==> config.mk <==
export PLATFORM = sky130hd
export DESIGN_NAME = lnu_core
export DESIGN_NICKNAME = d
export VERILOG_FILES = /design/src/rtl/lnu_pkg.sv /design/src/rtl/lnu_rx_shift.sv /design/src/rtl/lnu_core.sv
export SDC_FILE = /design/constraint.sdc
export NUM_CORES = 1
export LEC_CHECK = 0
export BUFFER_PORTS_ARGS = -buffer_cell sky130_fd_sc_hd__buf_4
export CAP_MARGIN = 20
export CORE_ASPECT_RATIO = 0.9
export CORE_MARGIN = 1
export CORE_UTILIZATION = 40
export DETAILED_ROUTE_END_ITERATION = 6
export GPL_TIMING_DRIVEN = 0
export PLACE_DENSITY = 0.66
export SLEW_MARGIN = 25
export SYNTH_ARGS = -nofsm -noshare
export SYNTH_HDL_FRONTEND = slang
export SYNTH_SLANG_ARGS = --single-unit
==> constraint.sdc <==
create_clock -name clk -period 5.2 [get_ports clk]
set_input_delay 0.78 -clock clk [delete_from_list [all_inputs] [get_ports clk]]
set_output_delay 0.78 -clock clk [all_outputs]
set_load 0.01 [all_outputs]
==> src/rtl/lnu_pkg.sv <==
// shared constants of the lin/uart byte service block
package lnu_pkg;
	localparam int ADDR_W = 4;
	localparam logic [3:0] ADDR_CONTROL = 4'h0;
	localparam logic [3:0] ADDR_STATUS = 4'h1;
	localparam logic [3:0] ADDR_IRQ_ENABLE = 4'h2;
	localparam logic [3:0] ADDR_ERROR = 4'h3;
	localparam logic [3:0] ADDR_BIT_TIMING = 4'h4;
	localparam logic [3:0] ADDR_BAUD_LOW = 4'h5;
	localparam logic [3:0] ADDR_BAUD_HIGH = 4'h6;
	localparam logic [3:0] ADDR_DATA_LENGTH = 4'h7;
	localparam logic [3:0] ADDR_IDENTIFIER = 4'h8;
	localparam logic [3:0] ADDR_BUF_SELECT = 4'h9;
	localparam logic [3:0] ADDR_DATA_PORT = 4'hA;
	localparam logic [3:0] ADDR_CHECKSUM = 4'hB;
	// controller_control fields
	localparam int CTL_SOFT_RESET = 7;
	localparam int CTL_UART_MODE = 6;
	localparam int CTL_PROTO_13 = 5;
	localparam int CTL_ENABLE = 4;
	localparam int CTL_CONF_HI = 3;
	localparam int CTL_CONF_LO = 2;
	localparam int CTL_RX_EN = 1;
	localparam int CTL_TX_EN = 0;
	// status_and_interrupt fields
	localparam int ST_RX_COMPLETE = 0;
	localparam int ST_TX_COMPLETE = 1;
	localparam int ST_BUSY = 4;
	// error_flags fields
	localparam int ERR_PARITY = 1;
	localparam int ERR_FRAMING = 2;
	localparam int ERR_OVERRUN = 3;
	localparam logic [7:0] RST_ZERO = 8'h00;
	localparam logic [7:0] RST_BIT_TIMING = 8'h20;
	localparam logic [7:0] RST_IDENTIFIER = 8'h80;
	localparam logic [3:0] LOW_NIBBLE = 4'hF;
	localparam int SAMPLE_W = 6;
	localparam int BAUD_W = 12;
	typedef enum logic [1:0] {
		LNU_CONF_STD,
		LNU_CONF_OPT_A,
		LNU_CONF_OPT_B,
		LNU_CONF_LISTEN
	} lnu_conf_t;
	typedef enum logic [2:0] {
		LNU_SER_IDLE,
		LNU_SER_START,
		LNU_SER_DATA,
		LNU_SER_PARITY,
		LNU_SER_STOP
	} lnu_ser_t;
endpackage // lnu_pkg

==> src/rtl/lnu_rx_shift.sv <==
// receive shift stage: serial to parallel conversion of one character
module lnu_rx_shift (
	input wire logic clk,
	input wire logic rst_n,
	input wire logic clear,
	input wire logic enable,
	input wire logic rx_line,
	input wire logic tick,
	input wire logic [lnu_pkg::SAMPLE_W-1:0] samples,
	input wire logic parity_en,
	input wire logic parity_odd,
	output logic done,
	output logic [7:0] data,
	output logic frame_err,
	output logic parity_err,
	output logic active
);
	import lnu_pkg::*;
	lnu_ser_t state;
	logic [SAMPLE_W-1:0] samp;
	logic [2:0] bit_idx;
	logic par_acc;
	logic bit_end;
	logic half_end;

	assign bit_end = tick && (samp == samples - 6'h01);
	assign half_end = tick && (samp == {1'b0, samples[SAMPLE_W-1:1]});
	assign active = (state != LNU_SER_IDLE);

	// start is checked mid-bit so a glitch on the idle line is rejected
	always_ff @(posedge clk) begin
		done <= 1'b0;
		if (!rst_n || clear || !enable) begin
			state <= LNU_SER_IDLE;
			samp <= '0;
			bit_idx <= '0;
			par_acc <= 1'b0;
			data <= 8'h00;
			frame_err <= 1'b0;
			parity_err <= 1'b0;
		end else begin
			if (tick) begin
				samp <= bit_end ? '0 : samp + 6'h01;
			end
			unique case (state)
				LNU_SER_IDLE: begin
					samp <= '0;
					if (!rx_line) begin
						state <= LNU_SER_START;
					end
				end
				LNU_SER_START: begin
					if (half_end) begin
						samp <= '0;
						state <= rx_line ? LNU_SER_IDLE : LNU_SER_DATA;
						bit_idx <= '0;
						par_acc <= parity_odd;
					end
				end
				LNU_SER_DATA: begin
					if (bit_end) begin
						data <= {rx_line, data[7:1]};
						par_acc <= par_acc ^ rx_line;
						bit_idx <= bit_idx + 3'h1;
						if (bit_idx == 3'h7) begin
							state <= parity_en ? LNU_SER_PARITY : LNU_SER_STOP;
						end
					end
				end
				LNU_SER_PARITY: begin
					if (bit_end) begin
						parity_err <= par_acc ^ rx_line;
						state <= LNU_SER_STOP;
					end
				end
				LNU_SER_STOP: begin
					if (bit_end) begin
						frame_err <= !rx_line;
						if (!parity_en) begin
							parity_err <= 1'b0;
						end
						done <= 1'b1;
						state <= LNU_SER_IDLE;
					end
				end
			endcase
		end
	end
endmodule // lnu_rx_shift

==> src/rtl/lnu_core.sv <==
// lin/uart byte services, register file, resets and frame configuration
module lnu_core (
	input wire logic clk,
	input wire logic rst_n,
	input wire logic [lnu_pkg::ADDR_W-1:0] addr,
	input wire logic [7:0] wr_data,
	input wire logic wr_en,
	input wire logic rd_en,
	output logic [7:0] rd_data,
	input wire logic serial_rx_pin,
	output logic serial_tx_pin
);
	import lnu_pkg::*;
	logic [7:0] controller_control;
	logic [7:0] interrupt_enable;
	logic [7:0] error_flags;
	logic [7:0] bit_timing;
	logic [7:0] baud_divider_low;
	logic [7:0] baud_divider_high;
	logic [7:0] frame_data_length;
	logic [7:0] frame_identifier;
	logic [7:0] buffer_select;
	logic [7:0] holding;
	logic holding_full;
	logic rx_complete_flag;
	logic tx_complete_flag;
	logic [7:0] checksum;
	logic [BAUD_W-1:0] baud_cnt;
	logic tick;
	lnu_ser_t tx_state;
	logic [SAMPLE_W-1:0] tx_samp;
	logic [2:0] tx_idx;
	logic [7:0] tx_shift;
	logic tx_par;
	logic tx_line;
	logic tx_bit_end;
	logic rx_done;
	logic [7:0] rx_byte;
	logic rx_framing_error_flag;
	logic rx_perr;
	logic rx_active;
	logic rx_line;
	logic busy;
	logic soft_reset;
	logic enabled;
	logic uart_mode;
	logic listen;
	logic parity_en;
	logic rx_take;
	logic tx_take;
	logic rx_release;
	logic cks_on;
	lnu_conf_t conf;

	assign soft_reset = wr_en && (addr == ADDR_CONTROL) && wr_data[CTL_SOFT_RESET];
	assign enabled = controller_control[CTL_ENABLE];
	assign uart_mode = controller_control[CTL_UART_MODE];
	assign conf = lnu_conf_t'(controller_control[CTL_CONF_HI:CTL_CONF_LO]);
	// same listening scheme in both modes, whatever the protocol version
	assign listen = (conf == LNU_CONF_LISTEN);
	assign parity_en = uart_mode && (conf == LNU_CONF_OPT_A || conf == LNU_CONF_OPT_B);
	assign rx_line = listen ? tx_line : serial_rx_pin;
	assign busy = enabled && ((tx_state != LNU_SER_IDLE) || rx_active);
	assign rx_take = rx_done && controller_control[CTL_RX_EN];
	// a byte offered mid-transmission is dropped, there is no queue
	assign tx_take = wr_en && (addr == ADDR_DATA_PORT) && enabled
		&& controller_control[CTL_TX_EN] && (tx_state == LNU_SER_IDLE);
	assign rx_release = (rd_en && (addr == ADDR_DATA_PORT))
		|| (wr_en && (addr == ADDR_STATUS) && wr_data[ST_RX_COMPLETE]);
	assign tx_bit_end = tick && (tx_samp == bit_timing[SAMPLE_W-1:0] - 6'h01);
	// uart mode and the no-checksum option both keep the data bytes out of the checksum
	assign cks_on = !uart_mode && (conf != LNU_CONF_OPT_A);

	// shared sample tick from the 12-bit baud divider
	always_ff @(posedge clk) begin
		if (!rst_n || !enabled) begin
			baud_cnt <= '0;
			tick <= 1'b0;
		end else begin
			tick <= (baud_cnt == '0);
			baud_cnt <= (baud_cnt == '0) ? {baud_divider_high[3:0], baud_divider_low}
				: baud_cnt - 12'h001;
		end
	end

	lnu_rx_shift u_rx_shift (
		.clk(clk),
		.rst_n(rst_n),
		.clear(soft_reset),
		.enable(enabled && controller_control[CTL_RX_EN]),
		.rx_line(rx_line),
		.tick(tick),
		.samples(bit_timing[SAMPLE_W-1:0]),
		.parity_en(parity_en),
		.parity_odd(conf == LNU_CONF_OPT_B),
		.done(rx_done),
		.data(rx_byte),
		.frame_err(rx_framing_error_flag),
		.parity_err(rx_perr),
		.active(rx_active)
	);

	// software-written configuration
	always_ff @(posedge clk) begin
		if (!rst_n || soft_reset) begin
			controller_control <= RST_ZERO;
			bit_timing <= RST_BIT_TIMING;
			frame_data_length <= RST_ZERO;
			frame_identifier <= RST_IDENTIFIER;
		end else if (wr_en) begin
			unique case (addr)
				ADDR_CONTROL: controller_control <= wr_data;
				ADDR_BIT_TIMING: bit_timing <= wr_data;
				ADDR_DATA_LENGTH: frame_data_length <= wr_data;
				ADDR_IDENTIFIER: frame_identifier <= wr_data;
				default: ;
			endcase
		end
	end

	// soft reset keeps the baud divider and the upper nibbles unchanged
	always_ff @(posedge clk) begin
		if (!rst_n) begin
			baud_divider_low <= RST_ZERO;
			baud_divider_high <= RST_ZERO;
			interrupt_enable <= RST_ZERO;
			buffer_select <= RST_ZERO;
		end else if (soft_reset) begin
			interrupt_enable <= interrupt_enable & ~{4'h0, LOW_NIBBLE};
			buffer_select <= buffer_select & ~{4'h0, LOW_NIBBLE};
		end else if (wr_en) begin
			unique case (addr)
				ADDR_BAUD_LOW: baud_divider_low <= wr_data;
				ADDR_BAUD_HIGH: baud_divider_high <= wr_data;
				ADDR_IRQ_ENABLE: interrupt_enable <= wr_data;
				ADDR_BUF_SELECT: buffer_select <= wr_data;
				default: ;
			endcase
		end
	end

	// holding stage; a completing character wins over a same-cycle release
	always_ff @(posedge clk) begin
		if (!rst_n || soft_reset) begin
			holding <= RST_ZERO;
			holding_full <= 1'b0;
			rx_complete_flag <= 1'b0;
			error_flags <= RST_ZERO;
		end else if (rx_take) begin
			holding <= rx_byte;
			holding_full <= 1'b1;
			rx_complete_flag <= 1'b1;
			error_flags <= RST_ZERO;
			error_flags[ERR_OVERRUN] <= holding_full && !rx_release;
			error_flags[ERR_FRAMING] <= rx_framing_error_flag;
			error_flags[ERR_PARITY] <= rx_perr;
		end else if (rx_release) begin
			holding_full <= 1'b0;
			rx_complete_flag <= 1'b0;
		end
	end

	// transmit-complete: set on end of stop bit, cleared by write or by software
	always_ff @(posedge clk) begin
		if (!rst_n || soft_reset) begin
			tx_complete_flag <= 1'b0;
		end else if (tx_state == LNU_SER_STOP && tx_bit_end) begin
			tx_complete_flag <= 1'b1;
		end else if (tx_take) begin
			tx_complete_flag <= 1'b0;
		end else if (wr_en && addr == ADDR_STATUS && wr_data[ST_TX_COMPLETE]) begin
			tx_complete_flag <= 1'b0;
		end
	end

	// transmit shifter; it has no error outputs at all
	always_ff @(posedge clk) begin
		if (!rst_n || soft_reset) begin
			tx_state <= LNU_SER_IDLE;
			tx_samp <= '0;
			tx_idx <= '0;
			tx_shift <= RST_ZERO;
			tx_par <= 1'b0;
			tx_line <= 1'b1;
		end else begin
			if (tick) begin
				tx_samp <= tx_bit_end ? '0 : tx_samp + 6'h01;
			end
			unique case (tx_state)
				LNU_SER_IDLE: begin
					tx_samp <= '0;
					tx_line <= 1'b1;
					if (tx_take) begin
						tx_shift <= wr_data;
						tx_par <= (conf == LNU_CONF_OPT_B);
						tx_state <= LNU_SER_START;
						tx_line <= 1'b0;
					end
				end
				LNU_SER_START: begin
					if (tx_bit_end) begin
						tx_line <= tx_shift[0];
						tx_idx <= '0;
						tx_state <= LNU_SER_DATA;
					end
				end
				LNU_SER_DATA: begin
					if (tx_bit_end) begin
						tx_par <= tx_par ^ tx_shift[0];
						tx_shift <= {1'b0, tx_shift[7:1]};
						tx_idx <= tx_idx + 3'h1;
						if (tx_idx == 3'h7) begin
							tx_state <= parity_en ? LNU_SER_PARITY : LNU_SER_STOP;
							tx_line <= parity_en ? (tx_par ^ tx_shift[0]) : 1'b1;
						end else begin
							tx_line <= tx_shift[1];
						end
					end
				end
				LNU_SER_PARITY: begin
					if (tx_bit_end) begin
						tx_line <= 1'b1;
						tx_state <= LNU_SER_STOP;
					end
				end
				LNU_SER_STOP: begin
					if (tx_bit_end) begin
						tx_state <= LNU_SER_IDLE;
					end
				end
			endcase
		end
	end

	// pin held recessive while listening, so the bus never sees us
	always_ff @(posedge clk) begin
		if (!rst_n) begin
			serial_tx_pin <= 1'b1;
		end else begin
			serial_tx_pin <= listen ? 1'b1 : tx_line;
		end
	end

	// running lin checksum, add with end-around carry
	function automatic logic [7:0] cks_add(input logic [7:0] a, input logic [7:0] b);
		logic [8:0] s;
		s = {1'b0, a} + {1'b0, b};
		return s[7:0] + {7'h00, s[8]};
	endfunction

	always_ff @(posedge clk) begin
		if (!rst_n || soft_reset) begin
			checksum <= RST_ZERO;
		end else if (wr_en && addr == ADDR_IDENTIFIER) begin
			// enhanced seeds with the identifier, classic starts empty
			checksum <= controller_control[CTL_PROTO_13] ? RST_ZERO : wr_data;
		end else if (cks_on && tx_take) begin
			checksum <= cks_add(checksum, wr_data);
		end else if (cks_on && rx_take) begin
			checksum <= cks_add(checksum, rx_byte);
		end
	end

	// read port, data stands one cycle after the strobe
	always_ff @(posedge clk) begin
		if (!rst_n) begin
			rd_data <= RST_ZERO;
		end else if (rd_en) begin
			unique case (addr)
				ADDR_CONTROL: rd_data <= controller_control;
				ADDR_STATUS: rd_data <= {3'h0, busy, 2'h0, tx_complete_flag, rx_complete_flag};
				ADDR_IRQ_ENABLE: rd_data <= interrupt_enable;
				ADDR_ERROR: rd_data <= error_flags;
				ADDR_BIT_TIMING: rd_data <= bit_timing;
				ADDR_BAUD_LOW: rd_data <= baud_divider_low;
				ADDR_BAUD_HIGH: rd_data <= baud_divider_high;
				ADDR_DATA_LENGTH: rd_data <= frame_data_length;
				ADDR_IDENTIFIER: rd_data <= frame_identifier;
				ADDR_BUF_SELECT: rd_data <= buffer_select;
				ADDR_DATA_PORT: rd_data <= holding;
				ADDR_CHECKSUM: rd_data <= ~checksum;
				default: rd_data <= RST_ZERO;
			endcase
		end else begin
			rd_data <= RST_ZERO;
		end
	end

	chk_rx_flag_set: assert property (@(posedge clk) disable iff (!rst_n)
		rx_take && !soft_reset |=> rx_complete_flag && holding_full)
		else $error("receive-complete not set after character");
	chk_read_frees: assert property (@(posedge clk) disable iff (!rst_n)
		rd_en && addr == ADDR_DATA_PORT && !rx_take |=> !rx_complete_flag && !holding_full)
		else $error("data read did not free holding stage");
	chk_discard_frees: assert property (@(posedge clk) disable iff (!rst_n)
		wr_en && addr == ADDR_STATUS && wr_data[ST_RX_COMPLETE] && !rx_take |=> !holding_full)
		else $error("flag clear did not free holding stage");
	chk_overrun_mark: assert property (@(posedge clk) disable iff (!rst_n)
		rx_take && holding_full && !rx_release && !soft_reset
		|=> error_flags[ERR_OVERRUN] && holding == $past(rx_byte))
		else $error("overrun not reported with overwriting character");
	chk_tx_start: assert property (@(posedge clk) disable iff (!rst_n)
		tx_take && !soft_reset |=> !tx_complete_flag && tx_state == LNU_SER_START && !tx_line)
		else $error("data write did not start transmission");
	chk_tx_done: assert property (@(posedge clk) disable iff (!rst_n)
		tx_state == LNU_SER_STOP && tx_bit_end && !soft_reset
		|=> tx_complete_flag && tx_state == LNU_SER_IDLE)
		else $error("transmit-complete missing at end of stop bit");
	chk_tx_no_queue: assert property (@(posedge clk) disable iff (!rst_n)
		tx_state != LNU_SER_IDLE && wr_en && addr == ADDR_DATA_PORT && !tx_bit_end && !soft_reset
		|=> $stable(tx_shift))
		else $error("byte accepted during transmission");
	chk_listen_quiet: assert property (@(posedge clk) disable iff (!rst_n)
		listen ##1 listen |-> serial_tx_pin)
		else $error("tx pin driven in listening mode");
	chk_busy_mirror: assert property (@(posedge clk) disable iff (!rst_n)
		rd_en && addr == ADDR_STATUS |=> rd_data[ST_BUSY] == $past(busy))
		else $error("busy flag does not mirror busy state");
	chk_soft_reset: assert property (@(posedge clk) disable iff (!rst_n)
		soft_reset |=> bit_timing == RST_BIT_TIMING && frame_identifier == RST_IDENTIFIER
			&& baud_divider_low == $past(baud_divider_low) && controller_control == RST_ZERO)
		else $error("soft reset values wrong");
endmodule // lnu_core

==> impl_metrics.tcl, run 1 <==
set metrics [dict create \
    syn-cell-area_sq_um 8468 \
    outcome "finished, final reports clean" \
    boundaryPins 26 \
    fin_cells 1363 \
    r2r_setup_slack_ns 1.85 \
    cts_tree "yes" \
    synth.area.top_cells "dfxtp_1, mux2i_1, nand2_1" \
    grt_pass1_wl_microns 39240 \
    fmax_mhz 288.0 \
    nNetsFinal 1115 \
    worst_slew_pin_slew_ns 0.9248 \
    yosysTopAreaCellShare 0.3617 \
    cts_setup_buffers 0 \
    grt_max_degree 17 \
    hold_violations 0 \
    use_met2 0.3561 \
    cts_sinks 153 \
    antenna_cells 0 \
    cp_max_fo 10 \
    crit_family "simple AND/OR/NAND/NOR gates" \
    yosysTopAreaCell "dfxtp_1" \
    p_comb_frac 0.067 \
    ctsRootBufferMaster "clkbuf_16" \
    maxSlewHeadroom 0.3751 \
    rsz0062_at_grt "no" \
    p_int_mw 2.065 \
    cp-endpoint "checksum[0]" \
    synth_edf_count 0 \
    routabilityCongestion 0.9819 \
    ys_types 72 \
    setup_violations 0 \
    die_y_microns 140.0 \
    synthTopCellsByCount "dfxtp_1, nand2_1, nor2_1" \
    hold_class "flop to flop" \
    synth_ff_type "dfxtp_1" \
    crit_path_frequent_cell "mux2i_1" \
    cap_violations 0 \
    rr_endpoint "checksum[6]" \
    cts_resized 0 \
    hold_ws_ns 0.4555 \
    die_w_microns 155.4 \
    netlist_instances 1021 \
    period_share 0.6678 \
    grt_use_met1 0.3268 \
    seq_area_sq_um 3063 \
    globalRouteMet3Util 0.05693 \
    first_iter_violations 735 \
    slowest_delay_ns 0.87 \
    min_period_ns 3.473 \
    synthArstFlopShare 0 \
    place_area_sq_um 9006 \
    multi_input_area_sq_um 5101 \
    placementRows 50 \
    cp-start-kind "input pin" \
    wl_microns 25100 \
    power_density_nw_per_um2 283.0 \
    h-tree-depth 4 \
    ys_warn_count 0 \
    ir_drop_v 0.0001971 \
    swShare 0.2429 \
    critical-path-slowest-cell "nor4bb_1" \
    fillers 2067 \
    drt_first_pass_iters 5 \
    setup_tns_ns 0 \
    required_ns 5.49 \
    r2r-start "checksum[0]" \
    avgRoutedWirePerCell_microns 18.42 \
    p_clk_frac 0.497 \
    synth.most_common_cell "dfxtp_1" \
    cp.depth 9 \
    worst-path-buf-inv 2 \
    seq_power_share 0.436 \
    worstPathCellList "buf_4 -> clkbuf_1 -> nor4bb_1 -> nand3_1 -> nor3_2 -> mux2i_1 -> o21ai_0 -> mux2i_1 -> nor2_1" \
    antenna_left 0 \
    start_util 0.4077 \
    critPathKind "input pin to flop" \
    grt_pass1_vias 7124 \
    clockBufferDepth 2 \
    final_util 0.4642 \
    endpoint_kind "flop" \
    switching_power_uw 662.8 \
    hpwl_microns 18270 \
    clk_pin_slew_ns 0.06 \
    vias_per_cell 5.633 \
    overflow 0 \
    synth_nets 1072 \
    critPathArrivalTime_ns 3.76 \
    cts_buffers 17 \
    place_inst 1331 \
    avgSynthCellArea_sq_um 8.294 \
    synth-seq-cells 153 \
    critical_path.startpoint "addr[2]" \
    postCtsHoldBufs 0 \
    grt_use_total 0.2364 \
    worstSkewPairLatency_ns 0.43 \
    top_usage_layer "met2" \
    port_buffers 24 \
    layout-drive-gt1-share 0.07242 \
    remaining_drc_errors 0 \
    core_sq_um 20770 \
    ff2ff_path_depth 13 \
    p_leak_nw 3.472 \
    num_vias 7678 \
    area_growth_pct 13.86 \
    stdcell_area_sq_um 9642 \
    dieArea_sq_um 21760 \
    antenna_found_initial 0 \
    maxSlewViolCount 0 \
    yosysSeqAreaShare 0.3617 \
    skew_ns 0.008893 \
]
-- area by class of cell --
| class | count | area share |
|---|---|---|
| multi-input combinational | 790 | 0.5291 |
| tap | 286 | 0.03711 |
| sequential | 153 | 0.3177 |
| inverter | 17 | 0.006618 |
| timing repair buffer | 24 | 0.01869 |
| clock inverter | 13 | 0.01998 |
| clock buffer | 19 | 0.04594 |
| buffer | 61 | 0.02492 |
-- sequential cells by signal, summed over array words and instances, names as in the netlist, 3 cells and up --
register / count
baud_cnt: 12
baud_divider_high: 8
baud_divider_low: 8
bit_timing: 8
buffer_select: 8
checksum: 8
controller_control: 8
frame_data_length: 8
frame_identifier: 8
holding: 8
interrupt_enable: 8
rd_data: 8
tx_shift: 8
u_rx_shift.data: 8
tx_samp: 6
u_rx_shift.samp: 6
error_flags: 3
tx_idx: 3
tx_state: 3
u_rx_shift.bit_idx: 3
u_rx_shift.state: 3
-- how the worst min path moves through the flow --
stage | from | end | slack [ns] | cells after the start
after floorplan | u_rx_shift.parity_err | error_flags[1] | 0.43 | 2
after global placement | frame_identifier[6] | frame_identifier[6] | 0.44 | 2
after detailed placement | frame_identifier[6] | frame_identifier[6] | 0.45 | 2
after CTS | frame_identifier[6] | frame_identifier[6] | 0.46 | 2
after global routing | frame_identifier[6] | frame_identifier[6] | 0.47 | 2
final | frame_identifier[6] | frame_identifier[6] | 0.46 | 2
-- layer usage --
| layer | share of wire | wire, microns |
|---|---|---|
| met5 | 0 | 0 |
| met4 | 0.028 | 714 |
| met3 | 0.080 | 2004 |
| met2 | 0.43 | 10810 |
| met1 | 0.46 | 11570 |
-- placed cells by master (no fill, tap or decap), types with 18 or more instances in the layout --
cell type,synthesis,final
a21oi_1,78,78
xnor2_1,29,29
a211oi_1,23,23
buf_4,0,24
xor2_1,18,18
nand2_1,142,142
nor2_1,119,119
o21ai_0,31,31
nand3_1,21,21
clkbuf_1,47,48
nor2b_1,32,32
ha_1,32,32
mux2i_1,70,70
dfxtp_1,153,153
-- metrics by stage --
stage / power, mW / setup slack (ns)
after floorplan: 1.327 / 2.045
after global placement: 1.393 / 1.394
final: 2.728 / 1.727
after CTS: 2.733 / 1.842
after detailed placement: 1.394 / 1.383
after global routing: 2.801 / 1.464
-- cells by family (layout without fill, tap and decap cells) --
group | count (synthesis) | in the layout | share of synthesized area
compound gates | 220 | 220 | 0.1686
xor+xnor | 52 | 52 | 0.06117
fa+ha+maj | 34 | 34 | 0.05201
buf+inv | 78 | 134 | 0.03590
flops | 153 | 153 | 0.3617
mux | 78 | 78 | 0.09604
simple gates | 406 | 406 | 0.2246
-- power by group through the flow --
stage	clock (mW)	combinational (mW)	sequential (mW)
2_1_floorplan	0	0.116	1.21
3_3_place_gp	0	0.178	1.22
3_5_place_dp	0	0.178	1.22
4_1_cts	1.37	0.179	1.19
5_1_grt	1.42	0.196	1.19
6_report	1.36	0.183	1.19
-- worst register-to-register path: cells and delay by family (launching register included) --
family | cells | cell delay (ns)
xor gates and xnor gates | 1 | 0.16
AOI/OAI and AO/OA | 6 | 1.09
DFF | 1 | 0.43
and+or+nand+nor | 3 | 0.83
adders and majority gates | 3 | 0.71
Note: power is estimated with default switching activity, not from simulation.
==> run 2, diff against run 1 <==
==> constraint.sdc (replaced) <==
create_clock -name clk -period 3.64 [get_ports clk]
set_input_delay 0.546 -clock clk [delete_from_list [all_inputs] [get_ports clk]]
set_output_delay 0.546 -clock clk [all_outputs]
set_load 0.01 [all_outputs]
==> run 2 against run 1 <==
Net effect:
- critical path depth is 4 higher
- worst setup slack lost 1.3 ns
- register-to-register slack worse by 1.4 ns
- routed wire length up 0.47%
- sequential cell count stayed put
- sequential share of layout area about the same
- die area is the same
- combinational power is 44% higher
- clock power is 43% higher
- global-route usage unchanged
- critical path type is now flop to flop
- critical endpoint is now checksum[4]
- largest power group unchanged
==> impl_metrics.tcl, run 2 (synthesis gave the netlist of run 1 again) <==
set metrics [dict create \
    place_area_sq_um 9006 \
    antenna_left 0 \
    hold_class "flop to flop" \
    worstSkewPairLatency_ns 0.43 \
    setup_violations 0 \
    clk_pin_slew_ns 0.07 \
    area_growth_pct 13.93 \
    min_from "frame_identifier[6]" \
    wl_microns 25220 \
    cts_tree "yes" \
    worst_slew_pin_slew_ns 0.9202 \
    fillers 2069 \
    multi_input_area_sq_um 5107 \
    num_vias 7732 \
    cap_violations 0 \
    dieArea_sq_um 21760 \
    regMostFlops "baud_cnt" \
    routabilityCongestion 0.9819 \
    nNetsFinal 1115 \
    mostFrequentLayoutCells "dfxtp_1, nand2_1, nor2_1" \
    ctsRootBufferMaster "clkbuf_16" \
    hold_violations 0 \
    postCtsHoldBufs 0 \
    placementRows 50 \
    die_y_microns 140.0 \
    start_util 0.4077 \
    largest_reg_flops 12 \
    p_total_mw 3.899 \
    worstPathCellList "ha_1 -> fa_1 -> a211oi_1 -> nor2_1 -> o31a_1 -> o21ai_0 -> nand2b_1 -> ha_1 -> and3_1 -> and3b_1 -> or3_1 -> o211ai_1 -> a31oi_1" \
    period_share 0.8826 \
    critPathKind "flop to flop" \
    boundaryPins 26 \
    maxSlewViolCount 0 \
    cp-start-kind "flop" \
    core_sq_um 20770 \
    required_ns 3.94 \
    worst-path-buf-inv 0 \
    seq_area_sq_um 3063 \
    hpwl_microns 18270 \
    clockBufferDepth 2 \
    critical_path.startpoint "checksum[0]" \
    grt_use_total 0.2364 \
    die_w_microns 155.4 \
    cts_resized 0 \
    crit_path_frequent_cell "ha_1" \
    fmax_mhz 311.3 \
    crit_family "compound AO/OA/AOI/OAI gates" \
    avgRoutedWirePerCell_microns 18.50 \
    rsz0062_at_grt "no" \
    skew_ns 0.009137 \
    ir_drop_v 0.0002828 \
    endpoint_kind "flop" \
    cts_buffers 17 \
    vias_per_cell 5.673 \
    critical-path-slowest-cell "fa_1" \
    cts_setup_buffers 0 \
    power_density_nw_per_um2 404.1 \
    first_iter_violations 714 \
    cp_max_fo 4 \
    outcome "finished, final reports clean" \
    fin_cells 1363 \
    antenna_found_initial 0 \
    grt_pass1_wl_microns 39240 \
    port_buffers 24 \
    setup_tns_ns 0 \
    critPathArrivalTime_ns 3.52 \
    place_inst 1331 \
    slowest_delay_ns 0.42 \
    r2r_setup_slack_ns 0.43 \
    grt_pass1_vias 7124 \
    remaining_drc_errors 0 \
    antenna_cells 0 \
    final_util 0.4645 \
    grt_max_degree 17 \
    overflow 0 \
    p_leak_nw 3.473 \
    layout-drive-gt1-share 0.07335 \
    final_common_cell "dfxtp_1" \
    h-tree-depth 4 \
    min_period_ns 3.213 \
    stdcell_area_sq_um 9648 \
    r2r-start "checksum[0]" \
    cts_sinks 153 \
    maxSlewHeadroom 0.3782 \
    drt_first_pass_iters 5 \
]
## run 2: stage by stage
stage	hold slack (ns)	setup WS, ns
after global placement	0.4417	0.06764
after floorplan	0.4312	0.7187
after detailed placement	0.4482	0.05669
after CTS	0.4568	0.3757
after global routing	0.4682	0.1913
final	0.4556	0.4275
## run 2: path summary, 6_finish.rpt
check | to | cells past startpoint
hold / removal | frame_identifier[6] | 2
setup / recovery | checksum[4] | 13
setup reg to reg | checksum[4] | 13
hold reg to reg | frame_identifier[6] | 2
## run 2: report_power, final
group	switching, mW	internal (mW)
logic	0.173	0.0899
clock network	0.763	1.17
registers	0.0129	1.69
total	0.948	2.95
## run 2: layout make-up
| type | count | share of cell area |
|---|---|---|
| clock buffers | 19 | 0.04591 |
| plain buffers | 61 | 0.02490 |
| flip-flops and latches | 153 | 0.3175 |
| multi-input cells | 790 | 0.5294 |
| inverters | 17 | 0.006614 |
| well taps | 286 | 0.03709 |
| repair buffers | 24 | 0.01867 |
| clock inverters | 13 | 0.01997 |
## run 2: worst reg2reg max path: stages (launching register included)
cell and delay, ns:
dfxtp_1 0.36, ha_1 0.25, fa_1 0.42, a211oi_1 0.31, nor2_1 0.11, o31a_1 0.25
o21ai_0 0.14, nand2b_1 0.11, ha_1 0.22, and3_1 0.20, and3b_1 0.18, or3_1 0.31
o211ai_1 0.11, a31oi_1 0.11
## run 2: metal layers
layer  GRT usage  wire length (microns)  up-vias
li1            -                      -     3692
met1      0.3268                  11590     3662
met5           0                      0        -
met3     0.05693                   2049       53
met4     0.08617                    709        0
met2      0.3561                  10870      325
